## src/sje_map.svh

```systemverilog
/*
  Constants of the sync jitter eliminator: register offsets, bit fields,
  reset values and counter widths.
  Assumes a 12-bit byte address and 8-bit register data.
*/
// Notes on behaviour
// - Cleaned internal vsync keeps display stable
// - Detect field identity, hand to display
// - Source select: 0 raw pin, 1 cleaned
// - Auto field decide bit: 0 off, 1 on
// - Cleanup enable at control bit 2
// - Cleanup off: display second field only
// - Auto-field off: display second field only
// - Vsync within quarter line snaps to stable
// - Three-bit phase code, hsync to vsync
// - Field flag 1 first-dot, 0 second-dot
`ifndef SJE_MAP_SVH
`define SJE_MAP_SVH

`define SJE_ADDR_W 12
`define SJE_ADDR_CTRL 12'hfe4
`define SJE_ADDR_STAT 12'hfe5
`define SJE_DATA_W 8

`define SJE_CTRL_SRC_SEL 4
`define SJE_CTRL_AUTO_FLD 3
`define SJE_CTRL_CLEAN_EN 2
`define SJE_CTRL_RST 1'h0

`define SJE_STAT_FIELD 7
`define SJE_STAT_PH_MSB 2
`define SJE_STAT_PH_LSB 0
`define SJE_STAT_GAP 4'h0
`define SJE_RDATA_RST 8'h00

`define SJE_CNT_W 12
`define SJE_CNT_MAX 12'hfff
`define SJE_CNT_ONE 12'h001
`define SJE_DLY_W 13
`define SJE_DLY_ONE 13'h0001
`define SJE_PH_W 3
`define SJE_PHASES 8
`define SJE_QTR_SHIFT 2

`define SJE_SYNC_LINES 2
`define SJE_IDLE_LVL 2'h3
`define SJE_HS_BIT 0
`define SJE_VS_BIT 1

`endif

```

## src/sje_pkg.sv

```systemverilog
/*
  Types of the sync jitter eliminator: state records and snap states.
  Assumes sje_map.svh is reachable on the include path.
*/
`default_nettype none
`include "sje_map.svh"

package sje_pkg;

  typedef enum logic [0:0] {SNAP_IDLE, SNAP_WAIT} sje_snap_t;

  typedef struct packed {
    logic src_sel;
    logic auto_fld;
    logic clean_en;
    logic [`SJE_CNT_W-1:0] hcnt;
    logic [`SJE_CNT_W-1:0] hper;
    logic [`SJE_PH_W-1:0] phase;
    logic field;
    sje_snap_t snap;
    logic [`SJE_DLY_W-1:0] dly;
    logic clean_n;
    logic vs_n;
    logic show;
    logic [`SJE_DATA_W-1:0] rdata;
  } sje_state_t;

  typedef struct packed {
    logic [`SJE_SYNC_LINES-1:0] s1;
    logic [`SJE_SYNC_LINES-1:0] s2;
    logic [`SJE_SYNC_LINES-1:0] s3;
    logic [`SJE_SYNC_LINES-1:0] lvl;
    logic [`SJE_SYNC_LINES-1:0] fall;
    logic [`SJE_SYNC_LINES-1:0] rise;
  } sje_sync_state_t;

endpackage : sje_pkg

`default_nettype wire

```

## src/sje_sync_if.sv

```systemverilog
/*
  Carrier of the synchronised sync lines from the input stage to the core.
  Assumes one clock domain; all signals are registered by the source.
*/
`timescale 1ns/1ps
`default_nettype none

interface sje_sync_if;
  logic hs_lvl;
  logic vs_lvl;
  logic hs_fall;
  logic vs_fall;
  logic vs_rise;

  modport src (output hs_lvl, vs_lvl, hs_fall, vs_fall, vs_rise);
  modport dst (input hs_lvl, vs_lvl, hs_fall, vs_fall, vs_rise);
endinterface : sje_sync_if

`default_nettype wire

```

## src/sje_sync.sv

```systemverilog
/*
  Three-stage input synchroniser and edge finder for the sync pins.
  Assumes asynchronous active-low sync pins idling high.
*/
`timescale 1ns/1ps
`default_nettype none
`include "sje_map.svh"

module sje_sync (
  // Clock and reset
  input wire logic clk_i,
  input wire logic rst_n_i,
  // Sync pins, active low
  input wire logic hs_n_i,
  input wire logic vs_n_i,
  // Cleaned lines toward the core
  sje_sync_if.src sy
);

  localparam sje_pkg::sje_sync_state_t RST_ST = '{
    s1: `SJE_IDLE_LVL, s2: `SJE_IDLE_LVL, s3: `SJE_IDLE_LVL,
    lvl: `SJE_IDLE_LVL, fall: '0, rise: '0};

  sje_pkg::sje_sync_state_t st_r;
  sje_pkg::sje_sync_state_t st_nxt;

  // Stage one feeds stage two only; a level counts once two and three agree
  always_comb begin
    st_nxt = st_r;
    st_nxt.s1 = {vs_n_i, hs_n_i};
    st_nxt.s2 = st_r.s1;
    st_nxt.s3 = st_r.s2;
    for (int i = 0; i < `SJE_SYNC_LINES; i++) begin
      st_nxt.fall[i] = 1'b0;
      st_nxt.rise[i] = 1'b0;
      if (st_r.s2[i] == st_r.s3[i] && st_r.s3[i] != st_r.lvl[i]) begin
        st_nxt.lvl[i] = st_r.s3[i];
        st_nxt.fall[i] = !st_r.s3[i];
        st_nxt.rise[i] = st_r.s3[i];
      end
    end
  end

  always_ff @(posedge clk_i) begin
    if (!rst_n_i) begin
      st_r <= RST_ST;
    end else begin
      st_r <= st_nxt;
    end
  end

  assign sy.hs_lvl = st_r.lvl[`SJE_HS_BIT];
  assign sy.vs_lvl = st_r.lvl[`SJE_VS_BIT];
  assign sy.hs_fall = st_r.fall[`SJE_HS_BIT];
  assign sy.vs_fall = st_r.fall[`SJE_VS_BIT];
  assign sy.vs_rise = st_r.rise[`SJE_VS_BIT];

endmodule : sje_sync

`default_nettype wire

```

## src/sje_top.sv

```systemverilog
/*
  Sync jitter eliminator: measures the line period, finds the phase of the
  vertical sync against the horizontal sync, snaps the internal vertical
  sync to a stable point and derives the display field.
  Assumes a 10 MHz clock, asynchronous active-low sync pins and a plain
  register port with read data one cycle after the read strobe.
*/
// The strobed register port is this design's own decision.
`timescale 1ns/1ps
`default_nettype none
`include "sje_map.svh"

module sje_top (
  // Clock and reset
  input wire logic clk_i,
  input wire logic rst_n_i,
  // Register port
  input wire logic [`SJE_ADDR_W-1:0] addr_i,
  input wire logic [`SJE_DATA_W-1:0] wdata_i,
  input wire logic wr_i,
  input wire logic rd_i,
  output logic [`SJE_DATA_W-1:0] rdata_o,
  // Video source sync pins, active low
  input wire logic horizontal_sync_in_n_i,
  input wire logic vertical_sync_in_n_i,
  // Toward the display logic
  output logic vsync_display_n_o,
  output logic field_identity_flag_o,
  output logic osd_show_o
);

  localparam sje_pkg::sje_state_t RST_ST = '{
    src_sel: `SJE_CTRL_RST, auto_fld: `SJE_CTRL_RST,
    clean_en: `SJE_CTRL_RST,
    hcnt: '0, hper: '0, phase: '0, field: 1'b0,
    snap: sje_pkg::SNAP_IDLE, dly: '0, clean_n: 1'b1, vs_n: 1'b1,
    show: 1'b1, rdata: `SJE_RDATA_RST};

  sje_sync_if sy ();

  sje_sync u_sync (
    .clk_i(clk_i),
    .rst_n_i(rst_n_i),
    .hs_n_i(horizontal_sync_in_n_i),
    .vs_n_i(vertical_sync_in_n_i),
    .sy(sy)
  );

  sje_pkg::sje_state_t st_r;
  sje_pkg::sje_state_t st_nxt;

  // Quarter of the measured line
  function automatic logic [`SJE_CNT_W-1:0] sje_qtr(
      input logic [`SJE_CNT_W-1:0] per);
    sje_qtr = per >> `SJE_QTR_SHIFT;
  endfunction : sje_qtr

  // Vsync edge lies within a quarter line of an hsync edge
  function automatic logic sje_in_win(input logic [`SJE_CNT_W-1:0] pos,
      input logic [`SJE_CNT_W-1:0] per);
    logic [`SJE_CNT_W-1:0] q;
    q = sje_qtr(per);
    sje_in_win = (per != '0) && ((pos < q) || (pos >= per - q));
  endfunction : sje_in_win

  // Phase code: which eighth of the line the vsync edge fell in
  function automatic logic [`SJE_PH_W-1:0] sje_phase(
      input logic [`SJE_CNT_W-1:0] pos, input logic [`SJE_CNT_W-1:0] per);
    logic [`SJE_CNT_W+2:0] lhs;
    logic [`SJE_CNT_W+2:0] rhs;
    sje_phase = '0;
    lhs = {pos, 3'h0};
    for (int k = 1; k < `SJE_PHASES; k++) begin
      rhs = (`SJE_CNT_W+3)'(per) * (`SJE_CNT_W+3)'(k);
      if (per != '0 && lhs >= rhs) begin
        sje_phase = `SJE_PH_W'(k);
      end
    end
  endfunction : sje_phase

  logic win;
  logic [`SJE_CNT_W-1:0] qtr;
  logic [`SJE_DATA_W-1:0] stat_word;

  assign win = sje_in_win(st_r.hcnt, st_r.hper);
  assign qtr = sje_qtr(st_r.hper);
  assign stat_word = {st_r.field, `SJE_STAT_GAP, st_r.phase};

  always_comb begin
    st_nxt = st_r;
    if (wr_i && addr_i == `SJE_ADDR_CTRL) begin
      st_nxt.src_sel = wdata_i[`SJE_CTRL_SRC_SEL];
      st_nxt.auto_fld = wdata_i[`SJE_CTRL_AUTO_FLD];
      st_nxt.clean_en = wdata_i[`SJE_CTRL_CLEAN_EN];
    end
    // Control is write-only, so only the status answers a read
    st_nxt.rdata = `SJE_RDATA_RST;
    if (rd_i && addr_i == `SJE_ADDR_STAT) begin
      st_nxt.rdata = stat_word;
    end
    // Line period, saturating so a lost hsync cannot wrap the count
    if (sy.hs_fall) begin
      st_nxt.hper = st_r.hcnt + `SJE_CNT_ONE;
      st_nxt.hcnt = '0;
    end else if (st_r.hcnt != `SJE_CNT_MAX) begin
      st_nxt.hcnt = st_r.hcnt + `SJE_CNT_ONE;
    end
    // refresh per vsync; field from window
    if (sy.vs_fall) begin
      st_nxt.phase = sje_phase(st_r.hcnt, st_r.hper);
      st_nxt.field = win;
    end
    // snap vsync to a quarter line after hsync
    case (st_r.snap)
      sje_pkg::SNAP_IDLE: begin
        if (sy.vs_fall) begin
          if (st_r.clean_en && win) begin
            st_nxt.snap = sje_pkg::SNAP_WAIT;
            if (st_r.hcnt < qtr) begin
              st_nxt.dly = `SJE_DLY_W'(qtr - st_r.hcnt);
            end else begin
              st_nxt.dly = `SJE_DLY_W'(st_r.hper - st_r.hcnt)
                + `SJE_DLY_W'(qtr);
            end
          end else begin
            st_nxt.clean_n = 1'b0;
          end
        end
      end
      sje_pkg::SNAP_WAIT: begin
        if (st_r.dly <= `SJE_DLY_ONE) begin
          st_nxt.clean_n = 1'b0;
          st_nxt.snap = sje_pkg::SNAP_IDLE;
        end else begin
          st_nxt.dly = st_r.dly - `SJE_DLY_ONE;
        end
      end
      default: begin
        st_nxt.snap = sje_pkg::SNAP_IDLE;
      end
    endcase
    if (sy.vs_rise) begin
      st_nxt.clean_n = 1'b1;
    end
    // disabled cleanup passes the pin through
    if (!st_r.clean_en) begin
      st_nxt.clean_n = sy.vs_lvl;
      st_nxt.snap = sje_pkg::SNAP_IDLE;
    end
    st_nxt.vs_n = st_r.src_sel ? st_nxt.clean_n : sy.vs_lvl;
    // second field only unless both bits set
    st_nxt.show = (st_r.clean_en && st_r.auto_fld) ? 1'b1 : !st_nxt.field;
  end

  always_ff @(posedge clk_i) begin
    if (!rst_n_i) begin
      st_r <= RST_ST;
    end else begin
      st_r <= st_nxt;
    end
  end

  assign rdata_o = st_r.rdata;
  assign vsync_display_n_o = st_r.vs_n;
  assign field_identity_flag_o = st_r.field;
  assign osd_show_o = st_r.show;
endmodule : sje_top

`default_nettype wire

```

## config.mk

```make
export PLATFORM = sky130hd
export DESIGN_NAME = sje_top
export DESIGN_NICKNAME = d
export VERILOG_FILES = /design/src/sje_pkg.sv /design/src/sje_sync_if.sv /design/src/sje_sync.sv /design/src/sje_top.sv
export VERILOG_INCLUDE_DIRS = /design/src
export SDC_FILE = /design/constraint.sdc
export NUM_CORES = 1
export LEC_CHECK = 0
export ABC_AREA = 1
export ABC_CLOCK_PERIOD_IN_PS = 4300
export BUFFER_PORTS_ARGS = -buffer_cell sky130_fd_sc_hd__buf_2
export CORE_UTILIZATION = 64
export DETAILED_ROUTE_END_ITERATION = 16
export GPL_TIMING_DRIVEN = 0
export MAX_ROUTING_LAYER = met4
export PLACE_DENSITY = 0.82
export SLEW_MARGIN = 20
export SYNTH_ARGS = -nofsm -noshare
export SYNTH_HDL_FRONTEND = slang
export SYNTH_SLANG_ARGS = --single-unit
```

## constraint.sdc

```tcl
create_clock -name clk_i -period 4.3 [get_ports clk_i]
set_input_delay 0.43 -clock clk_i [delete_from_list [all_inputs] [get_ports clk_i]]
set_output_delay 0.43 -clock clk_i [all_outputs]
set_load 0.02 [all_outputs]
```

==> flow_summary.json, run 1 <==
{
  "grt.overflow.total": 0,
  "die_h_um": 118,
  "port_buffers": 26,
  "routed_wirelength_um": 23800,
  "fin_cells": 1435,
  "dp_hpwl_um": 17200,
  "maxCapViolCount": 0,
  "sw_frac_of_total_pct": 28.2,
  "hold-path-cell-count": 2,
  "start_util_pct": 65.3,
  "diodes": 0,
  "insertion_delay_ns": 0.33,
  "ctsHoldBuffers": 0,
  "hold_violations": 0,
  "grt.total_usage_pct": 35.8,
  "ys.warnings.count": 0,
  "required_ns": 4.56,
  "dieArea_sq_um": 13900,
  "num_rows": 42,
  "placed_area_sq_um": 8970,
  "ys_types": 53,
  "grt_max_degree": 14,
  "die_w_um": 118,
  "power_per_cell_area_nw_per_um2": 176,
  "worst_pin_slew_ns": 0.919,
  "ys_seq_area_share_pct": 14.7,
  "finClkSkew_ns": 0.00538,
  "r2r-end": "st_r[27]",
  "synth_edf_count": 0,
  "p_switching_w": 0.000470,
  "ys_ff_latch": 63,
  "reg2reg_slack_ns": 0.25,
  "synth_ff_type": "dfxtp_1",
  "via_per_inst": 5.87,
  "fin_area_sq_um": 9510,
  "r2r.worst_path.cells": 23,
  "critPathCaptureType": "flip-flop",
  "totalPowerFinal_w": 0.00167,
  "first_global_vias": 8056,
  "fin_crit_sh_pct": 94.2,
  "firstDrtPassIters": 5,
  "hp-start": "vertical_sync_in_n_i",
  "setup_ws_ns": 0.251,
  "core_sq_um": 13200,
  "hold_class": "in -> reg",
  "p_int_w": 0.00120,
  "power_frac_clock_pct": 48.0,
  "p_comb_share_pct": 16.2,
  "async_reset_ff_share_pct": 0,
  "path_clk_slew_ns": 0.06,
  "syn2layout_area_growth_pct": 10.5,
  "ir_worst_vdd_mv": 0.231,
  "reg2reg_from": "qtr[5]",
  "syn_area_sq_um": 8610,
  "final_nets": 1481,
  "clockBufferDepth": 2,
  "finalSetupViolations": 0,
  "dp.cells": 1402,
  "avgSynthCellArea_sq_um": 7.19,
  "drtIter0Drc": 611,
  "seqPwrFrac_pct": 35.8,
  "gp_congestion": 0.886,
  "finalHoldWorstSlack_ns": 0.289,
  "leakage_nw": 5.04,
  "io_pins": 37,
  "path_max_fanout": 9,
  "cts_sinks": 63,
  "routedWlPerCell_um": 16.6,
  "drive_gt1_share_pct": 10.6,
  "cts_htree_levels": 3,
  "cts_buffers": 9,
  "antenna_found_initial": 0,
  "cp-start-kind": "flip-flop",
  "fmax_mhz": 247,
  "worstSetupPathType": "reg -> reg",
  "drc_errors": 0,
  "critical_path_arrival_ns": 4.31,
  "holdPathEnd": "u_sync.st_nxt[9]",
  "min_period_ns": 4.05,
  "clockRootBuffer": "clkbuf_16",
  "final_antenna_net_count": 0,
  "syn_inst": 1197,
  "post-place-ws_ns": -0.389,
  "status": "finished, final reports clean",
  "slew_viol_final": 0,
  "cts_tree": "built",
  "vias": 8421,
  "grt_pass1_wl_um": 38600,
  "slew_headroom_pct": 38.7
}
## power groups by stage
stage | Combinational [W] | Clock, W | Sequential, W
2_1_floorplan | 0.000193 | 0 | 0.000610
3_3_place_gp | 0.000260 | 0 | 0.000615
3_5_place_dp | 0.000265 | 0 | 0.000615
4_1_cts | 0.000267 | 0.000799 | 0.000602
5_1_grt | 0.000303 | 0.000827 | 0.000598
6_report | 0.000270 | 0.000803 | 0.000598
## sequential cells by signal, summed over array words and instances (netlist names), 2 cells and up
name	flops
st_r	35
rdata_o	4
qtr	10
u_sync.st_r	2
u_sync.st_nxt	4
## metal layers
layer,global-route usage (%),routed length (um),vias up
met3,4.84,1800,84
met2,57.1,10900,289
met5,-,0,-
li1,-,-,4156
met1,44.7,10000,3892
met4,16.7,1130,0
## how the worst max path moves through the flow
stage                      start  slack (ns)       end
after floorplan           qtr[2]        0.66  st_r[19]
after global placement    qtr[3]       -0.26  st_r[27]
after detailed placement  qtr[3]       -0.39  st_r[27]
after CTS                 qtr[0]        0.02  st_r[19]
after global routing      qtr[0]       -0.01  st_r[16]
final                     qtr[5]        0.25  st_r[27]
## final cells by class
| class | instances | area (sq um) |
|---|---|---|
| inverter | 169 | 669 |
| clock buffer | 9 | 225 |
| timing repair buffer | 43 | 258 |
| buffer | 18 | 121 |
| fill | 1061 | 3680 |
| tap | 176 | 220 |
| sequential | 63 | 1300 |
| multi-input combinational | 950 | 6610 |
| clock inverter | 7 | 103 |
## synth_stat cells (all sizes together), types with 6 or more instances
library cell,count,area [sq um]
a21o,6,45.0
a21oi,129,649
a31oi,8,50.1
buf,12,98.8
clkbuf,6,22.5
dfxtp,63,1260
fa,26,521
ha,175,2190
inv,166,626
nand2,212,826
nand3,66,348
nand4,18,113
nor2,89,339
nor3,23,136
nor4,9,90.1
o211ai,6,45.0
o21ai,78,402
o22ai,7,43.8
or2,7,43.8
xnor2,14,123
xor2,49,429
## cell usage in the layout, fill, tap and decap left out, types with 4 or more instances in the layout
| cell | Yosys | layout |
|---|---|---|
| a21o_1 | 6 | 6 |
| a21oi_1 | 128 | 126 |
| a31oi_1 | 8 | 7 |
| buf_2 | 1 | 27 |
| buf_4 | 8 | 25 |
| clkbuf_1 | 6 | 6 |
| clkbuf_16 | 0 | 9 |
| clkinvlp_4 | 0 | 9 |
| conb_1 | 1 | 4 |
| dfxtp_1 | 63 | 51 |
| dfxtp_4 | 0 | 9 |
| fa_1 | 26 | 26 |
| ha_1 | 175 | 175 |
| inv_1 | 155 | 146 |
| inv_2 | 10 | 10 |
| nand2_1 | 206 | 206 |
| nand3_1 | 64 | 64 |
| nand4_1 | 18 | 18 |
| nor2_1 | 87 | 87 |
| nor3_1 | 20 | 20 |
| nor4_1 | 5 | 5 |
| o211ai_1 | 6 | 6 |
| o21ai_0 | 68 | 66 |
| o21ai_1 | 9 | 11 |
| o22ai_1 | 7 | 7 |
| or2_2 | 7 | 7 |
| xnor2_1 | 14 | 14 |
| xor2_1 | 49 | 49 |
## critical path: stages (launching register included)
cell	delay (ns)
dfxtp_4	0.48
clkinvlp_4	0.13
buf_4	0.17
ha_1	0.34
inv_1	0.11
ha_1	0.37
a21oi_1	0.16
o21ai_0	0.12
a21oi_2	0.19
o21ai_0	0.11
a21o_1	0.19
nand2_1	0.07
inv_1	0.04
o21ai_0	0.16
ha_1	0.27
a21oi_1	0.13
o21ai_0	0.10
a21oi_1	0.12
nand3_1	0.18
nand2_1	0.12
nand2_1	0.06
nor2_1	0.12
nand2_1	0.07
a21oi_1	0.14
## through the flow
step / TNS, ns / utilization, %
CTS: 0 / 71.4
finish: 0 / 72.1
global placement: -3.61 / 68.0
floorplan: 0 / -
detailed placement: -5.12 / 68.0
global route: -0.00974 / 72.1
## kinds of logic after synthesis
| kind of cell | Yosys count | share of synthesized area (%) |
|---|---|---|
| buf+inv | 187 | 8.81 |
| fa+ha+maj | 201 | 31.5 |
| xor+xnor | 63 | 6.41 |
| flops | 63 | 14.7 |
| compound gates | 249 | 15.7 |
| mux | 1 | 0.131 |
| simple gates | 432 | 22.7 |
| other cells | 1 | 0.0436 |
## what timing repair did
action                     in CTS  in global routing
buffers inserted               12                  5
setup endpoints to repair      19                 20
resized for setup              13                 23
Note: power is estimated with default switching activity, not from simulation.
==> inputs of run 2 (changes only) <==
CELL_PAD_IN_SITES_DETAIL_PLACEMENT = 0   (was default)
CELL_PAD_IN_SITES_GLOBAL_PLACEMENT = 1   (was default)
CORE_UTILIZATION = 47   (was 64)
PLACE_DENSITY = default   (was 0.82)
PLACE_DENSITY_LB_ADDON = 0.1   (was default)
==> flow_summary.json, run 2 (synthesized netlist as in run 1, its figures left out) <==
{
  "finalSetupViolations": 0,
  "final_common_cell": "nand2_1",
  "worstSetupPathType": "reg -> reg",
  "clockRootBuffer": "clkbuf_16",
  "post-place-ws_ns": -0.517,
  "r2r-end": "st_r[13]",
  "reg2reg_slack_ns": 0.34,
  "ctsHoldBuffers": 0,
  "worst_pin_slew_ns": 0.909,
  "path_max_fanout": 9,
  "clockBufferDepth": 2,
  "totalPowerFinal_w": 0.00174,
  "critPathCaptureType": "flip-flop",
  "reg2reg_from": "qtr[6]",
  "final_util_pct": 54.2,
  "die_h_um": 137,
  "insertion_delay_ns": 0.33,
  "drc_errors": 0,
  "start_util_pct": 47.9,
  "path_clk_slew_ns": 0.06,
  "antenna_found_initial": 0,
  "rsz0062_at_grt": "no",
  "hold-path-cell-count": 2,
  "grt_max_degree": 14,
  "hp-start": "vertical_sync_in_n_i",
  "min_period_ns": 3.96,
  "dp_hpwl_um": 18500,
  "grt.total_usage_pct": 27.9,
  "hold_class": "in -> reg",
  "io_pins": 37,
  "vias": 7976,
  "seqPwrFrac_pct": 34.3,
  "routed_wirelength_um": 24600,
  "fin_area_sq_um": 9740,
  "die_w_um": 137,
  "fmax_mhz": 252,
  "drtIter0Drc": 455,
  "critical_path_arrival_ns": 4.24,
  "maxCapViolCount": 0,
  "p_int_w": 0.00126,
  "slew_headroom_pct": 39.3,
  "cts_sinks": 63,
  "dieArea_sq_um": 18900,
  "placed_area_sq_um": 9030,
  "via_per_inst": 5.31,
  "grt.overflow.total": 0,
  "cts_htree_levels": 3,
  "r2r.worst_path.cells": 27,
  "p_comb_share_pct": 15.5,
  "cts_tree": "built",
  "top_register": "st_r",
  "setup_ws_ns": 0.337,
  "finClkSkew_ns": 0.00995,
  "slew_viol_final": 0,
  "fill_cells": 1804,
  "syn2layout_area_growth_pct": 13.2,
  "status": "finished, final reports clean",
  "p_switching_w": 0.000476,
  "largest_register_ffs": 35,
  "power_per_cell_area_nw_per_um2": 178,
  "cts_buffers": 9,
  "routedWlPerCell_um": 16.4,
  "cp-start-kind": "flip-flop",
  "final_nets": 1496,
  "port_buffers": 26,
  "holdPathEnd": "u_sync.st_nxt[9]",
  "power_frac_clock_pct": 50.2,
  "firstDrtPassIters": 5,
  "ir_worst_vdd_mv": 0.196,
  "diodes": 0,
  "layout_common_cells": "nand2_1, ha_1, inv_1, a21oi_1, nor2_1",
  "hold_violations": 0,
  "leakage_nw": 5.14,
  "grt_pass1_wl_um": 38400,
  "core_sq_um": 18000,
  "drive_gt1_share_pct": 11.8,
  "sw_frac_of_total_pct": 27.4,
  "fin_crit_sh_pct": 92.2,
  "final_antenna_net_count": 0,
  "tns_ns": 0,
  "first_global_vias": 7287,
  "required_ns": 4.57,
  "num_rows": 49,
  "gp_congestion": 0.880
}
-- run 2: cell types whose count changed in the layout (fill, tap and decap cells not counted), sizes merged --
cell | previous run | this run
buf | 55 | 70
clkinvlp | 9 | 8
bufinv | 2 | 3
inv | 160 | 161
clkinv | 5 | 4
-- run 2: power groups by stage --
stage	clock network (W)	registers (W)	logic, W
2_1_floorplan	0	0.000610	0.000193
3_3_place_gp	0	0.000615	0.000269
3_5_place_dp	0	0.000616	0.000268
4_1_cts	0.000880	0.000603	0.000270
5_1_grt	0.000909	0.000597	0.000306
6_report	0.000872	0.000597	0.000269
-- run 2: through the flow --
stage,cells,hold WS (ns)
after detailed placement,1455,0.402
after global placement,1455,0.398
after global routing,1503,0.284
after CTS,1485,0.274
after floorplan,1200,0.393
final,1503,0.278
-- run 2: layout make-up --
type                            instances  area (sq um)  share of cell area [%]
Tap cell                              229           287                    2.94
Buffer                                 18           121                    1.25
Inverter                              169           667                    6.85
Clock inverter                          7           128                    1.31
Clock buffer                            9           225                    2.31
Timing Repair Buffer                   58           395                    4.06
Sequential cell                        63          1300                    13.4
Multi-Input combinational cell        950          6620                    67.9
-- run 2: critical path, stage by stage (launching register included) --
cell and delay, ns:
dfxtp_4 0.40, clkinvlp_4 0.10, buf_4 0.17, ha_1 0.37, nand2_1 0.10, a21oi_1 0.04
a211oi_1 0.16, o21ai_0 0.18, a21oi_1 0.26, o21ai_1 0.12, nand2_1 0.09, nand3_1 0.08
nand2_1 0.07, nand2_1 0.06, ha_1 0.31, nand2_1 0.07, nor2_2 0.11, nand2_1 0.07
a21oi_1 0.15, nor2_1 0.11, nand2_4 0.11, nand3_4 0.09, nor3_4 0.23, buf_12 0.15
nand2_1 0.07, nand3_1 0.09, nand3_1 0.08, inv_2 0.06
-- run 2: worst max-delay path by stage --
| stage | endpoint | from | depth (start not counted) |
|---|---|---|---|
| after global placement | st_r[13] | qtr[2] | 24 |
| after detailed placement | st_r[13] | qtr[2] | 24 |
| final | st_r[13] | qtr[6] | 27 |
| after floorplan | st_r[19] | qtr[2] | 26 |
| after CTS | st_r[13] | qtr[1] | 25 |
| after global routing | st_r[27] | qtr[2] | 21 |
-- run 2: per-layer routing --
layer,vias to the layer above,global-route usage [%],wire length (um)
met5,-,-,0
met4,0,7.57,739
met3,30,2.87,968
met2,172,44.0,10900
met1,3609,37.7,12100
li1,4165,-,-
-- run 2: what timing repair did --
action | 4_1_cts | 5_1_grt
pin swaps | 0 | 2
setup buffers | 14 | 18
gates resized for setup | 16 | 22
setup endpoints to repair | 20 | 19
